File: src/bisig_pkg.sv
// Shared constants and types for the bridge interrupt signalling block
package bisig_pkg;
	// ----------------------------------------
	// Register map (byte addresses)
	// ----------------------------------------
	localparam logic [7:0] BISIG_ADR_DECODE = 8'h00;
	localparam logic [7:0] BISIG_ADR_MASK   = 8'h04;
	localparam logic [7:0] BISIG_ADR_STATUS = 8'h08;

	// ----------------------------------------
	// Decode / mask bit positions
	// ----------------------------------------
	localparam int BISIG_DEC_W       = 3;
	localparam int BISIG_BIT_MPOISON = 0;
	localparam int BISIG_BIT_MSI_RX  = 1;
	localparam int BISIG_BIT_FATAL   = 2;
	localparam logic [BISIG_DEC_W-1:0] BISIG_DEC_RST  = 3'h0;
	localparam logic [BISIG_DEC_W-1:0] BISIG_MASK_RST = 3'h0;

	// ----------------------------------------
	// MSI message control layout
	// ----------------------------------------
	localparam int BISIG_MC_EN     = 0;
	localparam int BISIG_MC_MMC_LO = 1;
	localparam int BISIG_MC_MME_LO = 4;
	localparam logic [2:0] BISIG_MME_MAX = 3'h5;

	// ----------------------------------------
	// Outgoing message kinds
	// ----------------------------------------
	typedef enum logic [1:0] {
		BISIG_TLP_MSI_WR,
		BISIG_TLP_ASSERT_INTA,
		BISIG_TLP_DEASSERT_INTA,
		BISIG_TLP_FATAL_ERR
	} bisig_tlp_kind_t;
endpackage

File: src/bisig_if.sv
// Link between the bridge end and its partner end
`timescale 1ns/1ps
interface bisig_if;
	import bisig_pkg::*;
	logic            intx_msi_req;   // Shared request, user to bridge
	logic [4:0]      msi_vec_num;    // MSI vector number
	logic            msi_en;         // MSI functionality enabled
	logic [2:0]      msi_vec_width;  // Allocated vector code
	logic [15:0]     msg_ctrl;       // Message control register view
	logic [31:0]     cfg_msi_addr;   // Root Port configured address
	logic [15:0]     cfg_msi_data;   // Root Port configured data
	logic [2:0]      cfg_mme;        // Multiple Message Enable
	logic            cfg_msi_enable; // MSI enable bit
	logic            cfg_err_rep;    // Error reporting enable
	logic            tlp_valid;      // Outgoing message valid
	logic            tlp_ready;      // Outgoing message accepted
	bisig_tlp_kind_t tlp_kind;       // Outgoing message kind
	logic [31:0]     tlp_addr;       // MSI write address
	logic [15:0]     tlp_data;       // MSI write data
	logic            rx_valid;       // Received TLP event
	logic            rx_poison;      // Poison bit of received TLP
	logic            rx_memreq;      // Received TLP is a memory request
	logic            rx_malformed;   // Received TLP malformed
	logic            rx_msi;         // MSI received (Root Port mode)
	logic            mp_strobe;      // Master poison strobe

	modport dev (
		input  intx_msi_req, msi_vec_num, cfg_msi_addr, cfg_msi_data, cfg_mme, cfg_msi_enable,
		       cfg_err_rep, tlp_ready, rx_valid, rx_poison, rx_memreq, rx_malformed, rx_msi,
		output msi_en, msi_vec_width, msg_ctrl, tlp_valid, tlp_kind, tlp_addr, tlp_data, mp_strobe
	);
	modport host (
		output intx_msi_req, msi_vec_num, cfg_msi_addr, cfg_msi_data, cfg_mme, cfg_msi_enable,
		       cfg_err_rep, tlp_ready, rx_valid, rx_poison, rx_memreq, rx_malformed, rx_msi,
		input  msi_en, msi_vec_width, msg_ctrl, tlp_valid, tlp_kind, tlp_addr, tlp_data, mp_strobe
	);
endinterface

File: src/bisig_dev.sv
// Bridge interrupt signalling: device end with Wishbone register slave
// Summary of operation
// - Local interrupt follows interrupt mask register
// - MSI-received decode used only in Root Port
// - MSI enabled: request sends MSI memory write
// - Request rising edge, sampled on bridge clock
// - MSI write carries Root Port configured address/data
// - Request honoured only in Endpoint mode
// - Five-bit vector sent in MSI write
// - Unallocated vector bits ignored
// - Requested vectors fill Multiple Message Capable
// - Multiple Message Enable copied to width output
// - User logic supplies vector priority scheme
// - Legacy INTA only when interrupt pin set
// - Rise sends Assert_INTA, fall sends Deassert_INTA
// - User drives legacy request on bridge clock
// - Endpoint malformed TLP sends fatal error message
// - Root Port discards poisoned TLP, sets flag
// - Poisoned memory request pulses master poison strobe, only in Root Port
//
// Decided for this implementation: the register offsets and the Wishbone slave port.
`timescale 1ns/1ps
module bisig_dev
	import bisig_pkg::*;
#(
	parameter bit         ROOT_COMPLEX_SELECT = 1'b0, // 1: Root Port mode
	parameter bit         INTERRUPT_PIN       = 1'b1, // 1: INTA selected
	parameter logic [2:0] NUM_MSI_REQ         = 3'h5  // log2 of requested vectors
)(
	input  wire logic   sys_clk_i, // Clock, 200 MHz
	input  wire logic   nrst_i,    // Sync reset, active low
	bisig_if.dev        link,      // Link to partner end
	input  wire logic        wb_cyc_i,  // Wishbone cycle
	input  wire logic        wb_stb_i,  // Wishbone strobe
	input  wire logic        wb_we_i,   // Wishbone write enable
	input  wire logic [7:0]  wb_adr_i,  // Wishbone byte address
	input  wire logic [3:0]  wb_sel_i,  // Wishbone byte select
	input  wire logic [31:0] wb_dat_i,  // Wishbone write data
	output logic [31:0]      wb_dat_o,  // Wishbone read data
	output logic             wb_ack_o,  // Wishbone acknowledge
	output logic             irq_o      // Local interrupt output
);
	typedef enum logic {TX_IDLE, TX_BUSY} bisig_tx_t;

	// Mask of vector bits covered by the allocated count
	function automatic logic [4:0] vec_mask(input logic [2:0] mme);
		logic [4:0] m;
		m = 5'h00;
		if (mme <= BISIG_MME_MAX) begin
			m = 5'((6'h01 << mme) - 6'h01);
		end
		return m;
	endfunction

	localparam bit EP_MODE = !ROOT_COMPLEX_SELECT;

	// ----------------------------------------
	// Request edge detection
	// ----------------------------------------
	logic req_rise;
	logic req_level;

	bisig_edge u_edge (
		.sys_clk_i (sys_clk_i),
		.nrst_i    (nrst_i),
		.sig_i     (link.intx_msi_req),
		.rise_o    (req_rise),
		.fall_o    (),
		.level_o   (req_level)
	);

	// ----------------------------------------
	// Message control and MSI status
	// ----------------------------------------
	logic       msi_on;
	logic       legacy_on;
	logic [2:0] vec_width;
	logic [2:0] next_vec_width;

	assign msi_on    = EP_MODE && link.cfg_msi_enable;
	assign legacy_on = EP_MODE && INTERRUPT_PIN && !link.cfg_msi_enable;

	always_comb begin
		next_vec_width = link.cfg_mme;
	end

	always_ff @(posedge sys_clk_i) begin
		if (!nrst_i) begin
			vec_width <= 3'h0;
		end else begin
			vec_width <= next_vec_width;
		end
	end

	assign link.msi_en        = msi_on;
	assign link.msi_vec_width = vec_width;
	always_comb begin
		link.msg_ctrl = 16'h0000;
		link.msg_ctrl[BISIG_MC_EN] = link.cfg_msi_enable;
		link.msg_ctrl[BISIG_MC_MMC_LO +: 3] = NUM_MSI_REQ;
		link.msg_ctrl[BISIG_MC_MME_LO +: 3] = link.cfg_mme;
	end

	// ----------------------------------------
	// Pending events and message transmitter
	// ----------------------------------------
	bisig_tx_t       tx_state;
	bisig_tx_t       next_tx_state;
	logic            msi_pend;
	logic            next_msi_pend;
	logic [4:0]      msi_vec;
	logic [4:0]      next_msi_vec;
	logic            fatal_pend;
	logic            next_fatal_pend;
	logic            inta_sent;
	logic            next_inta_sent;
	logic            inta_busy;
	logic            next_inta_busy;
	bisig_tlp_kind_t tlp_kind;
	bisig_tlp_kind_t next_tlp_kind;
	logic [31:0]     tlp_addr;
	logic [31:0]     next_tlp_addr;
	logic [15:0]     tlp_data;
	logic [15:0]     next_tlp_data;
	logic            msi_take;
	logic            fatal_set;

	// Input ignored in Root Port mode
	assign msi_take  = req_rise && msi_on;
	assign fatal_set = EP_MODE && link.rx_valid && link.rx_malformed && link.cfg_err_rep;

	always_comb begin
		next_tx_state   = tx_state;
		next_tlp_kind   = tlp_kind;
		next_tlp_addr   = tlp_addr;
		next_tlp_data   = tlp_data;
		next_inta_sent  = inta_sent;
		next_inta_busy  = inta_busy;
		next_msi_pend   = msi_pend;
		next_msi_vec    = msi_vec;
		next_fatal_pend = fatal_pend;
		case (tx_state)
			TX_IDLE: begin
				if (fatal_pend) begin
					next_tlp_kind   = BISIG_TLP_FATAL_ERR;
					next_fatal_pend = 1'b0;
					next_tx_state   = TX_BUSY;
				end else if (msi_pend) begin
					next_tlp_kind = BISIG_TLP_MSI_WR;
					next_tlp_addr = link.cfg_msi_addr;
					next_tlp_data = {link.cfg_msi_data[15:5],
						(link.cfg_msi_data[4:0] & ~vec_mask(vec_width)) | msi_vec};
					next_msi_pend = 1'b0;
					next_tx_state = TX_BUSY;
				end else if (legacy_on && (req_level != inta_sent)) begin
					// Level compare keeps the link state right even if edges bunch up
					next_tlp_kind  = req_level ? BISIG_TLP_ASSERT_INTA : BISIG_TLP_DEASSERT_INTA;
					next_inta_sent = req_level;
					next_inta_busy = 1'b1;
					next_tx_state  = TX_BUSY;
				end
			end
			TX_BUSY: begin
				if (link.tlp_ready) begin
					next_tx_state  = TX_IDLE;
					next_inta_busy = 1'b0;
				end
			end
			default: begin
				next_tx_state = TX_IDLE;
			end
		endcase
		// New events win over the clear of their pending bit
		if (msi_take) begin
			next_msi_pend = 1'b1;
			next_msi_vec  = link.msi_vec_num & vec_mask(vec_width);
		end
		if (fatal_set) begin
			next_fatal_pend = 1'b1;
		end
	end

	always_ff @(posedge sys_clk_i) begin
		if (!nrst_i) begin
			tx_state   <= TX_IDLE;
			tlp_kind   <= BISIG_TLP_MSI_WR;
			tlp_addr   <= 32'h00000000;
			tlp_data   <= 16'h0000;
			inta_sent  <= 1'b0;
			inta_busy  <= 1'b0;
			msi_pend   <= 1'b0;
			msi_vec    <= 5'h00;
			fatal_pend <= 1'b0;
		end else begin
			tx_state   <= next_tx_state;
			tlp_kind   <= next_tlp_kind;
			tlp_addr   <= next_tlp_addr;
			tlp_data   <= next_tlp_data;
			inta_sent  <= next_inta_sent;
			inta_busy  <= next_inta_busy;
			msi_pend   <= next_msi_pend;
			msi_vec    <= next_msi_vec;
			fatal_pend <= next_fatal_pend;
		end
	end

	assign link.tlp_valid = (tx_state == TX_BUSY);
	assign link.tlp_kind  = tlp_kind;
	assign link.tlp_addr  = tlp_addr;
	assign link.tlp_data  = tlp_data;

	// ----------------------------------------
	// Received TLP errors (Root Port mode)
	// ----------------------------------------
	logic poison_hit;
	logic mp_strobe;
	logic next_mp_strobe;

	// Poisoned TLPs are dropped here: nothing is forwarded toward AXI
	assign poison_hit = ROOT_COMPLEX_SELECT && link.rx_valid && link.rx_poison;

	always_comb begin
		next_mp_strobe = poison_hit && link.rx_memreq;
	end

	always_ff @(posedge sys_clk_i) begin
		if (!nrst_i) begin
			mp_strobe <= 1'b0;
		end else begin
			mp_strobe <= next_mp_strobe;
		end
	end

	assign link.mp_strobe = mp_strobe;

	// ----------------------------------------
	// Wishbone registers and local interrupt
	// ----------------------------------------
	logic [BISIG_DEC_W-1:0] decode;
	logic [BISIG_DEC_W-1:0] next_decode;
	logic [BISIG_DEC_W-1:0] mask;
	logic [BISIG_DEC_W-1:0] next_mask;
	logic [BISIG_DEC_W-1:0] dec_set;
	logic [31:0]            next_dat;
	logic                   next_ack;
	logic                   wr_lo;

	assign wr_lo = wb_cyc_i && wb_stb_i && !wb_ack_o && wb_we_i && wb_sel_i[0];

	always_comb begin
		dec_set = '0;
		dec_set[BISIG_BIT_MPOISON] = poison_hit;
		dec_set[BISIG_BIT_MSI_RX]  = ROOT_COMPLEX_SELECT && link.rx_valid && link.rx_msi;
		dec_set[BISIG_BIT_FATAL]   = fatal_set;
		next_decode = decode;
		next_mask   = mask;
		if (wr_lo && wb_adr_i == BISIG_ADR_DECODE) begin
			next_decode = decode & ~wb_dat_i[BISIG_DEC_W-1:0];
		end
		if (wr_lo && wb_adr_i == BISIG_ADR_MASK) begin
			next_mask = wb_dat_i[BISIG_DEC_W-1:0];
		end
		next_decode = next_decode | dec_set;
		next_ack    = wb_cyc_i && wb_stb_i && !wb_ack_o;
		next_dat    = 32'h00000000;
		case (wb_adr_i)
			BISIG_ADR_DECODE: next_dat[BISIG_DEC_W-1:0] = decode;
			BISIG_ADR_MASK:   next_dat[BISIG_DEC_W-1:0] = mask;
			BISIG_ADR_STATUS: next_dat[7:0] = {inta_busy, inta_sent, vec_width, msi_on,
			                                   legacy_on, ROOT_COMPLEX_SELECT};
			default:          next_dat = 32'h00000000;
		endcase
	end

	always_ff @(posedge sys_clk_i) begin
		if (!nrst_i) begin
			decode   <= BISIG_DEC_RST;
			mask     <= BISIG_MASK_RST;
			wb_ack_o <= 1'b0;
			wb_dat_o <= 32'h00000000;
			irq_o    <= 1'b0;
		end else begin
			decode   <= next_decode;
			mask     <= next_mask;
			wb_ack_o <= next_ack;
			wb_dat_o <= next_dat;
			irq_o    <= |(next_decode & next_mask);
		end
	end
endmodule

File: src/bisig_edge.sv
// Edge detector for the shared interrupt request
`timescale 1ns/1ps
module bisig_edge
	import bisig_pkg::*;
(
	input  wire logic sys_clk_i, // Clock
	input  wire logic nrst_i,    // Sync reset, active low
	input  wire logic sig_i,     // Same-clock request level
	output logic      rise_o,    // Rising edge pulse
	output logic      fall_o,    // Falling edge pulse
	output logic      level_o    // Registered level
);
	logic prev;
	logic next_prev;

	always_comb begin
		next_prev = sig_i;
	end

	always_ff @(posedge sys_clk_i) begin
		if (!nrst_i) begin
			prev <= 1'b0;
		end else begin
			prev <= next_prev;
		end
	end

	assign rise_o  = sig_i & ~prev;
	assign fall_o  = ~sig_i & prev;
	assign level_o = prev;
endmodule

File: src/flat_wrapper.sv
// flat-port wrapper written by rule: the top's interface ports become plain ports
module bisig_dev_flat import bisig_pkg::*;
#(
	parameter bit         ROOT_COMPLEX_SELECT = 1'b0,                     
	parameter bit         INTERRUPT_PIN       = 1'b1,                    
	parameter logic [2:0] NUM_MSI_REQ         = 3'h5                              
)
  (sys_clk_i, nrst_i, wb_cyc_i, wb_stb_i, wb_we_i, wb_adr_i, wb_sel_i, wb_dat_i, wb_dat_o, wb_ack_o, irq_o, link_intx_msi_req, link_msi_vec_num, link_cfg_msi_addr, link_cfg_msi_data, link_cfg_mme, link_cfg_msi_enable, link_cfg_err_rep, link_tlp_ready, link_rx_valid, link_rx_poison, link_rx_memreq, link_rx_malformed, link_rx_msi, link_msi_en, link_msi_vec_width, link_msg_ctrl, link_tlp_valid, link_tlp_kind, link_tlp_addr, link_tlp_data, link_mp_strobe);
  bisig_if link_i ();
  input  wire logic sys_clk_i;
  input  wire logic nrst_i;
  input  wire logic wb_cyc_i;
  input  wire logic wb_stb_i;
  input  wire logic wb_we_i;
  input  wire logic [7:0] wb_adr_i;
  input  wire logic [3:0] wb_sel_i;
  input  wire logic [31:0] wb_dat_i;
  output logic [31:0] wb_dat_o;
  output logic wb_ack_o;
  output logic irq_o;
  input wire logic [$bits(link_i.intx_msi_req)-1:0] link_intx_msi_req;
  input wire logic [$bits(link_i.msi_vec_num)-1:0] link_msi_vec_num;
  input wire logic [$bits(link_i.cfg_msi_addr)-1:0] link_cfg_msi_addr;
  input wire logic [$bits(link_i.cfg_msi_data)-1:0] link_cfg_msi_data;
  input wire logic [$bits(link_i.cfg_mme)-1:0] link_cfg_mme;
  input wire logic [$bits(link_i.cfg_msi_enable)-1:0] link_cfg_msi_enable;
  input wire logic [$bits(link_i.cfg_err_rep)-1:0] link_cfg_err_rep;
  input wire logic [$bits(link_i.tlp_ready)-1:0] link_tlp_ready;
  input wire logic [$bits(link_i.rx_valid)-1:0] link_rx_valid;
  input wire logic [$bits(link_i.rx_poison)-1:0] link_rx_poison;
  input wire logic [$bits(link_i.rx_memreq)-1:0] link_rx_memreq;
  input wire logic [$bits(link_i.rx_malformed)-1:0] link_rx_malformed;
  input wire logic [$bits(link_i.rx_msi)-1:0] link_rx_msi;
  output wire logic [$bits(link_i.msi_en)-1:0] link_msi_en;
  output wire logic [$bits(link_i.msi_vec_width)-1:0] link_msi_vec_width;
  output wire logic [$bits(link_i.msg_ctrl)-1:0] link_msg_ctrl;
  output wire logic [$bits(link_i.tlp_valid)-1:0] link_tlp_valid;
  output wire logic [$bits(link_i.tlp_kind)-1:0] link_tlp_kind;
  output wire logic [$bits(link_i.tlp_addr)-1:0] link_tlp_addr;
  output wire logic [$bits(link_i.tlp_data)-1:0] link_tlp_data;
  output wire logic [$bits(link_i.mp_strobe)-1:0] link_mp_strobe;
  assign link_i.intx_msi_req = link_intx_msi_req;
  assign link_i.msi_vec_num = link_msi_vec_num;
  assign link_i.cfg_msi_addr = link_cfg_msi_addr;
  assign link_i.cfg_msi_data = link_cfg_msi_data;
  assign link_i.cfg_mme = link_cfg_mme;
  assign link_i.cfg_msi_enable = link_cfg_msi_enable;
  assign link_i.cfg_err_rep = link_cfg_err_rep;
  assign link_i.tlp_ready = link_tlp_ready;
  assign link_i.rx_valid = link_rx_valid;
  assign link_i.rx_poison = link_rx_poison;
  assign link_i.rx_memreq = link_rx_memreq;
  assign link_i.rx_malformed = link_rx_malformed;
  assign link_i.rx_msi = link_rx_msi;
  assign link_msi_en = link_i.msi_en;
  assign link_msi_vec_width = link_i.msi_vec_width;
  assign link_msg_ctrl = link_i.msg_ctrl;
  assign link_tlp_valid = link_i.tlp_valid;
  assign link_tlp_kind = link_i.tlp_kind;
  assign link_tlp_addr = link_i.tlp_addr;
  assign link_tlp_data = link_i.tlp_data;
  assign link_mp_strobe = link_i.mp_strobe;
  bisig_dev #(.ROOT_COMPLEX_SELECT(ROOT_COMPLEX_SELECT), .INTERRUPT_PIN(INTERRUPT_PIN), .NUM_MSI_REQ(NUM_MSI_REQ)) u_core (.sys_clk_i(sys_clk_i), .nrst_i(nrst_i), .link(link_i), .wb_cyc_i(wb_cyc_i), .wb_stb_i(wb_stb_i), .wb_we_i(wb_we_i), .wb_adr_i(wb_adr_i), .wb_sel_i(wb_sel_i), .wb_dat_i(wb_dat_i), .wb_dat_o(wb_dat_o), .wb_ack_o(wb_ack_o), .irq_o(irq_o));
endmodule
File: config.mk
export PLATFORM = sky130hd
export DESIGN_NAME = bisig_dev_flat
export DESIGN_NICKNAME = d
export VERILOG_FILES = /design/src/bisig_pkg.sv /design/src/bisig_if.sv /design/src/bisig_dev.sv /design/src/bisig_edge.sv /design/src/flat_wrapper.sv
export SDC_FILE = /design/constraint.sdc
export NUM_CORES = 1
export LEC_CHECK = 0
export BUFFER_PORTS_ARGS = -buffer_cell sky130_fd_sc_hd__buf_2
export CORE_ASPECT_RATIO = 1.25
export CORE_UTILIZATION = 40
export CTS_CLUSTER_DIAMETER = 40
export CTS_CLUSTER_SIZE = 40
export DETAILED_ROUTE_END_ITERATION = 16
export GPL_ROUTABILITY_DRIVEN = 0
export PLACE_DENSITY = 0.76
export SLEW_MARGIN = 20
export SYNTH_ARGS = -nofsm -noshare
export SYNTH_HDL_FRONTEND = slang
export SYNTH_HIERARCHICAL = 1
export SYNTH_SLANG_ARGS = --single-unit
File: constraint.sdc
create_clock -name sys_clk_i -period 4.41 [get_ports sys_clk_i]
set_clock_uncertainty 0.1 [all_clocks]
set_input_delay 1.1025 -clock sys_clk_i [delete_from_list [all_inputs] [get_ports sys_clk_i]]
set_output_delay 1.1025 -clock sys_clk_i [all_outputs]
set_load 0.03 [all_outputs]
* Word-level counts from Yosys, hierarchy flattened
Cells that the tools add are included.
Word-level totals: output and inout port bits 106, word-level logic and storage cells 92, input bits 114, bits in registers 104
Operators by class: $add $sub $neg 1, bitwise operators 13, shift operators 1, muxes and demuxes 27, order comparisons 1, reduce and logical (&&, ||, !) cells 21, equal/unequal tests 10
Operators with widths (number):
- $mux W5 | 5
- $mux W1 | 13
- $ne A2 B2 Y1 const B | 6
- $and A5 B5 Y5 | 2
- $logic_and A1 B1 Y1 | 10
- $pmux W3 S3 | 1
- $eq A8 B3 Y1 const B | 1
- $eq A8 B4 Y1 const B | 1
- $logic_not A8 Y1 | 1
- $mux W2 | 4
- $reduce_and A4 Y1 | 2
- $and A3 B3 Y3 | 2
- $mux W3 | 2
- $reduce_and A2 Y1 | 3
- $not A5 Y5 | 1
- $or A5 B5 Y5 | 1
- $shl A1 B3 Y5 const A | 1
- $sub A5 B1 Y5 const B | 1
- $not A1 Y1 | 4
- $pmux W1 S2 | 2
- $le A3 B3 Y1 const B | 1
- $not A3 Y3 | 1
- $or A3 B3 Y3 | 1
- $reduce_and A3 Y1 | 1
- other kinds (6) | 7

* Logic depth before layout (Yosys ltp)
Gate-level depths: netlist of run 1.
word-level depth 9, mapped depth 9, depth with buffers taken out 8

* Cells and area by module
The synthesis of run 1 kept the hierarchy.
By module, submodules not included:
- bisig_dev | instances 1, cells an instance 404, sequential area each 1581.5 um^2, area an instance 3425.8 um^2
- bisig_edge | instances 1, cells an instance 4, sequential area each 20.0 um^2, area an instance 38.8 um^2

* Worst setup path before layout of run 1
OpenSTA, ideal clock, no wires.
kind input to register, start point input port wb_adr_i[1], end point register u_core.irq_o, arrival time 2.407 ns, setup time 0.122 ns, stages 5, setup slack 1.781 ns, required time 4.188 ns, buffers on the path 0, cell sequence nor4_4 > and4_4 > and2_2 > mux2_2 > a221o_1
On the way: cells in the longest elaborated chain, start to end 6, elaborated cells on any way between the ends 9, those cells by class eq/ne (1); mux (2); bitwise (2); reduce/logical (4)
RTL lines:
- start: declaration | line flat_wrapper.sv:15 | input wire logic [7:0] wb_adr_i;
- $logic_not A8 Y1 | line bisig_dev.sv:257 | if (wr_lo && wb_adr_i == BISIG_ADR_DECODE) begin
- $logic_and A1 B1 Y1 | line bisig_dev.sv:257
- $mux W3 | line bisig_dev.sv:257
- $or A3 B3 Y3 | line bisig_dev.sv:263 | next_decode = next_decode | dec_set;
- $and A3 B3 Y3 (*) | line bisig_dev.sv:287 | irq_o <= |(next_decode & next_mask);
- $reduce_or A3 Y1 (*) | line bisig_dev.sv:287
- end signal: assignment | line bisig_dev.sv:287
- end: declaration | line bisig_dev.sv:41 | output logic irq_o
Mark *: on every way between the ends. The rest lies on a longest branch, timed or not. A chain may end at the register's enable or synchronous reset.

* Worst setup path after layout of run 1
start point input port link_cfg_msi_enable, end point output port link_msg_ctrl[0]
RTL lines:
- start: declaration | line flat_wrapper.sv:26 | input wire logic [$bits(link_i.cfg_msi_enable)-1:0] link_cfg_msi_enable;
- end: declaration | line flat_wrapper.sv:36 | output wire logic [$bits(link_i.msg_ctrl)-1:0] link_msg_ctrl;
No word-level cell between the ends.

==> flow_metrics.py, run 1 <==
metrics = {
    "synth": {
        "syn-cell-area_sq_um": 3460,
        "avgSynthCellArea_sq_um": 8.50,
        "yosysWarnings": 6,
        "netlist_instances": 407,
    },
    "floorplan": {
        "start_util_pct": 41.7,
        "die_w_um": 85.2,
        "io-pin-count": 220,
        "die_h_um": 106,
        "coreArea_sq_um": 8290,
        "die-area_sq_um": 9020,
        "core.rowCount": 37,
    },
    "clocking": {
        "clk_latency_ns": 0.35,
        "clock-sinks": 80,
        "cts_tree": "yes",
        "clk_pin_slew_worst_paths_ns": 0.08,
        "cts.htree.levels": 3,
        "cts_buffers": 9,
        "ctsHoldBuffers": 0,
        "cts_resized": 0,
        "cts_setup_buffers": 0,
        "cts_root_buf": "clkbuf_8",
        "clockBufferDepth": 2,
    },
    "critical_path": {
        "start_kind": "input pin",
        "cp.arrival_ns": 1.49,
        "reg2reg_depth": 4,
        "r2r_setup_slack_ns": 2.52,
        "worstSetupEndpointType": "output port",
        "crit_type": "input pin to output port",
        "timing.rr.end": "u_core/link.tlp_addr[2]",
        "crit_buf_inv": 2,
        "critPathTopFamily": "buffers and inverters",
        "critPathMaxFanout": 8,
        "path_cells": "buf_2 > buf_2",
        "crit_required_ns": 3.21,
        "r2r_start": "u_core/fatal_pend",
        "cp_common_cell": "buf_2",
        "cpPeakStageDelay_ns": 0.22,
        "cp_slowest_cell": "buf_2",
    },
    "placed_design": {
        "place_ws_ns": 1.57,
        "placed_cell_area_sq_um": 4070,
        "io_buffers": 147,
        "dp_hpwl_mm": 5.63,
    },
    "sta": {
        "min_period_ns": 2.69,
        "fmax_mhz": 372,
        "worst_slack_ns": 1.72,
        "finalSetupViolCount": 0,
        "slew-limit-headroom_pct": 58.7,
        "period_share_pct": 61.0,
        "worst_hold_slack_ns": 0.351,
        "tns_ns": 0,
        "rsz0062_at_grt": "no",
        "slew_viol_final": 0,
        "hold_violations": 0,
        "worstMarginPinSlew_ns": 0.620,
    },
    "global_routing": {
        "grt_antenna_before_repair": 0,
        "grt_max_degree": 74,
        "grt_usage_pct": 17.6,
        "grt_overflow_total": 0,
        "first_global_vias": 2831,
        "grt_pass1_wl_mm": 12.6,
    },
    "min_path": {
        "min_path_cells": 2,
        "worstHoldStart": "u_core/inta_busy",
        "hold_path_end": "u_core/wb_dat_o[7]",
        "hp-class": "register to register",
    },
    "detailed_routing": {
        "antenna_left": 0,
        "vias": 3048,
        "via_per_inst": 4.76,
        "drt-pass1-iter-count": 6,
        "drt_iter0_drc": 62,
        "routed_wl_mm": 7.86,
        "routedWlPerCell_um": 12.3,
        "drc": 0,
    },
    "layout": {
        "layout.nets": 654,
        "num_antenna_cells": 0,
        "syn_to_final_growth_pct": 23.4,
        "drive_gt1_share_pct": 31.8,
        "finalInstanceArea_sq_um": 4270,
    },
    "power_and_ir_drop": {
        "power_density_nw_per_um2": 363,
        "p_leak_nw": 1.99,
        "peakVddDrop_mv": 0.176,
    },
    "status": {
        "outcome": "completed",
    },
    "run": {
        "maxCapViolations": 0,
    },
}
cell usage in the layout (no fill, tap or decap), types with 2 or more instances in the layout:
cell type  instances
clkinv_2           2
clkbuf_8          11
nand4_1            2
nand3_1            6
o22ai_1            2
buf_4              4
buf_2            147
nand2b_1           2
nor3b_1            4
nand2_1          102
o211a_1            2
conb_1            37
clkbuf_1           2
o21ai_0            7
a21boi_0          52
a21oi_1           12
dfxtp_1           80
and2_1             8
nor2_1            17
nor2b_1            7
inv_1              8
mux2i_1            4
area by class of cell:
class | count | area (sq um)
fill | 795 | 4020
clock inverter | 3 | 40.0
timing repair buffer | 151 | 766
tap | 97 | 121
multi-input combinational | 289 | 1550
clock buffer | 13 | 159
sequential | 80 | 1600
inverter | 8 | 30.0
power breakdown:
part	leakage [nW]	switching, mW	internal [mW]
clock network	0.103	0.252	0.291
logic	1.24	0.164	0.0765
registers	0.649	0.0170	0.747
total	1.99	0.433	1.11
through the flow:
stage	std cells	utilization (%)	total power, mW
2_1_floorplan	442	-	0.972
3_3_place_gp	625	49.1	1.02
3_5_place_dp	625	49.1	1.02
4_1_cts	641	51.5	1.57
5_1_grt	641	51.5	1.62
6_report	641	51.5	1.55
metal layers:
metal	global-route usage, %	vias up	wire (um)
li1	-	1513	-
met2	32.1	129	3980
met4	9.44	0	155
met1	18.2	1392	3180
met3	4.35	14	544
met5	0	-	0
how the worst max path moves through the flow:
stage,slack [ns],from,endpoint,cells past startpoint
after detailed placement,1.57,wb_adr_i[1],u_core/irq_o,6
after global routing,1.71,link_cfg_msi_enable,link_msg_ctrl[0],2
after global placement,1.58,wb_adr_i[1],u_core/irq_o,6
after floorplan,1.78,wb_adr_i[1],u_core/irq_o,5
final,1.72,link_cfg_msi_enable,link_msg_ctrl[0],2
after CTS,1.72,link_cfg_msi_enable,link_msg_ctrl[0],2
registers in the layout, indices dropped and copies added (netlist names), 2 cells and up:
register                   flops
u_core/link.tlp_kind           2
u_core/link.tlp_addr          32
u_core/mask                    3
u_core/wb_dat_o                8
u_core/link.tlp_data          16
u_core/decode                  3
u_core/link.msi_vec_width      3
u_core/msi_vec                 5
Note: power is estimated with default switching activity, not from simulation.
==> run 2: changes to the inputs <==
Clock period 4.41 ns to 2.5 ns, I/O delays scaled along.
==> run 2 against run 1 <==
Effect of this change: sequential share of layout area is 0.33 points higher; register-to-register slack lost 1.9 ns; design area is 0.88% lower; worst hold slack got worse by 0.011 ns; worst setup slack got worse by 1.2 ns; sequential power rose by 77%; power up 66%; critical endpoint is now u_core/irq_o; highest routed layer unchanged.
==> flow_metrics.py, run 2 (synthesis gave the netlist of run 1 again) <==
metrics = {
    "global_routing": {
        "grt_max_degree": 40,
        "grt_overflow_total": 0,
        "grt_antenna_before_repair": 0,
        "grt_pass1_wl_mm": 12.8,
        "first_global_vias": 2960,
        "grt_usage_pct": 17.8,
    },
    "floorplan": {
        "io-pin-count": 220,
        "die_h_um": 106,
        "die_w_um": 85.2,
        "start_util_pct": 41.7,
        "core.rowCount": 37,
        "coreArea_sq_um": 8290,
        "die-area_sq_um": 9020,
    },
    "min_path": {
        "hp-class": "register to register",
        "worstHoldStart": "u_core/inta_busy",
    },
    "detailed_routing": {
        "vias": 3032,
        "routed_wl_mm": 7.77,
        "routedWlPerCell_um": 12.1,
        "drt_iter0_drc": 78,
        "drt-pass1-iter-count": 4,
        "via_per_inst": 4.74,
        "antenna_left": 0,
        "drc": 0,
    },
    "clocking": {
        "cts_setup_buffers": 0,
        "clock-sinks": 80,
        "clk_latency_ns": 0.34,
        "cts_buffers": 9,
        "cts_root_buf": "clkbuf_8",
        "ctsHoldBuffers": 0,
        "cts_tree": "yes",
        "clk_pin_slew_worst_paths_ns": 0.07,
        "cts.htree.levels": 3,
        "clockBufferDepth": 2,
        "cts_resized": 0,
    },
    "critical_path": {
        "startpoint": "wb_adr_i[1]",
        "crit_required_ns": 2.63,
        "critPathMaxFanout": 6,
        "start_kind": "input pin",
        "worstSetupEndpointType": "register",
        "r2r_start": "u_core/fatal_pend",
        "cp.arrival_ns": 2.13,
        "crit_type": "input pin to register",
    },
    "power_and_ir_drop": {
        "power_density_nw_per_um2": 608,
        "p_leak_nw": 1.97,
        "power_mw": 2.57,
        "peakVddDrop_mv": 0.282,
    },
    "sta": {
        "slew-limit-headroom_pct": 63.0,
        "tns_ns": 0,
        "finalSetupViolCount": 0,
        "period_share_pct": 79.9,
        "worstMarginPinSlew_ns": 0.556,
        "fmax_mhz": 500,
        "slew_viol_final": 0,
        "rsz0062_at_grt": "no",
        "min_period_ns": 2.00,
        "hold_violations": 0,
    },
    "layout": {
        "largest_register": "u_core/link.tlp_addr",
        "reg.largest.list": "u_core/link.tlp_addr: 32 flops, u_core/link.tlp_data: 16 flops, u_core/wb_dat_o: 8 flops",
        "layout.nets": 655,
        "finalInstanceArea_sq_um": 4230,
        "most-common-layout-cells": "buf_2, nand2_1, dfxtp_1, a21boi_0, conb_1",
        "drive_gt1_share_pct": 31.5,
        "stdcell_count": 640,
        "syn_to_final_growth_pct": 22.3,
        "largest_reg_flops": 32,
        "mostFrequentLayoutCell": "buf_2",
        "num_antenna_cells": 0,
    },
    "placed_design": {
        "dp_hpwl_mm": 5.77,
        "dp_cells": 626,
        "io_buffers": 147,
        "placed_cell_area_sq_um": 4080,
    },
    "run": {
        "maxCapViolations": 0,
    },
    "status": {
        "outcome": "completed",
    },
}
run 2: cell count changes in the layout (fill, tap and decap cells not counted):
cell | before | now
buf_4 | 4 | 5
bufinv_16 | 1 | 0
clkbuf_1 | 2 | 3
clkbuf_8 | 11 | 10
clkinv_2 | 2 | 1
run 2: metrics by stage:
step           utilization [%]  hold slack (ns)  worst slack, ns
6_report                  51.0            0.340            0.502
5_1_grt                   51.0            0.377            0.406
4_1_cts                   51.0            0.345            0.520
3_5_place_dp              49.2            0.333            0.148
3_3_place_gp              49.2            0.331            0.157
2_1_floorplan                -            0.309            0.349
run 2: worst paths after layout:
check,slack (ns),cells after the start,to
worst max-delay path,0.50,6,u_core/irq_o
worst min-delay path,0.34,2,u_core/wb_dat_o[7]
worst min register to register,0.34,2,u_core/wb_dat_o[7]
worst max register to register,0.60,4,u_core/link.tlp_addr[22]
run 2: power breakdown:
part | switching [mW] | internal [mW]
Combinational | 0.288 | 0.135
Sequential | 0.0305 | 1.32
Clock | 0.424 | 0.377
run 2: metal layers:
| metal | part of all wire, % | global-route usage, % | vias up |
|---|---|---|---|
| met5 | 0 | 0 | - |
| met4 | 2.0 | 10.0 | 0 |
| met3 | 6.1 | 3.88 | 10 |
| met2 | 51 | 32.5 | 121 |
| met1 | 41 | 18.6 | 1383 |
| li1 | - | - | 1518 |
run 2: critical path, stage by stage:
cell     delay [ns]
buf_2          0.11
nor4_4         0.28
and4_4         0.29
and2_2         0.17
mux2_2         0.34
a221o_1        0.31
run 2: final cells by class:
cell class / instances / area [sq um]
clock buffer: 13 / 149
clock inverter: 1 / 5.00
fill: 823 / 4060
inverter: 8 / 30.0
multi-input combinational: 289 / 1550
sequential: 80 / 1600
tap: 97 / 121
timing repair buffer: 152 / 773
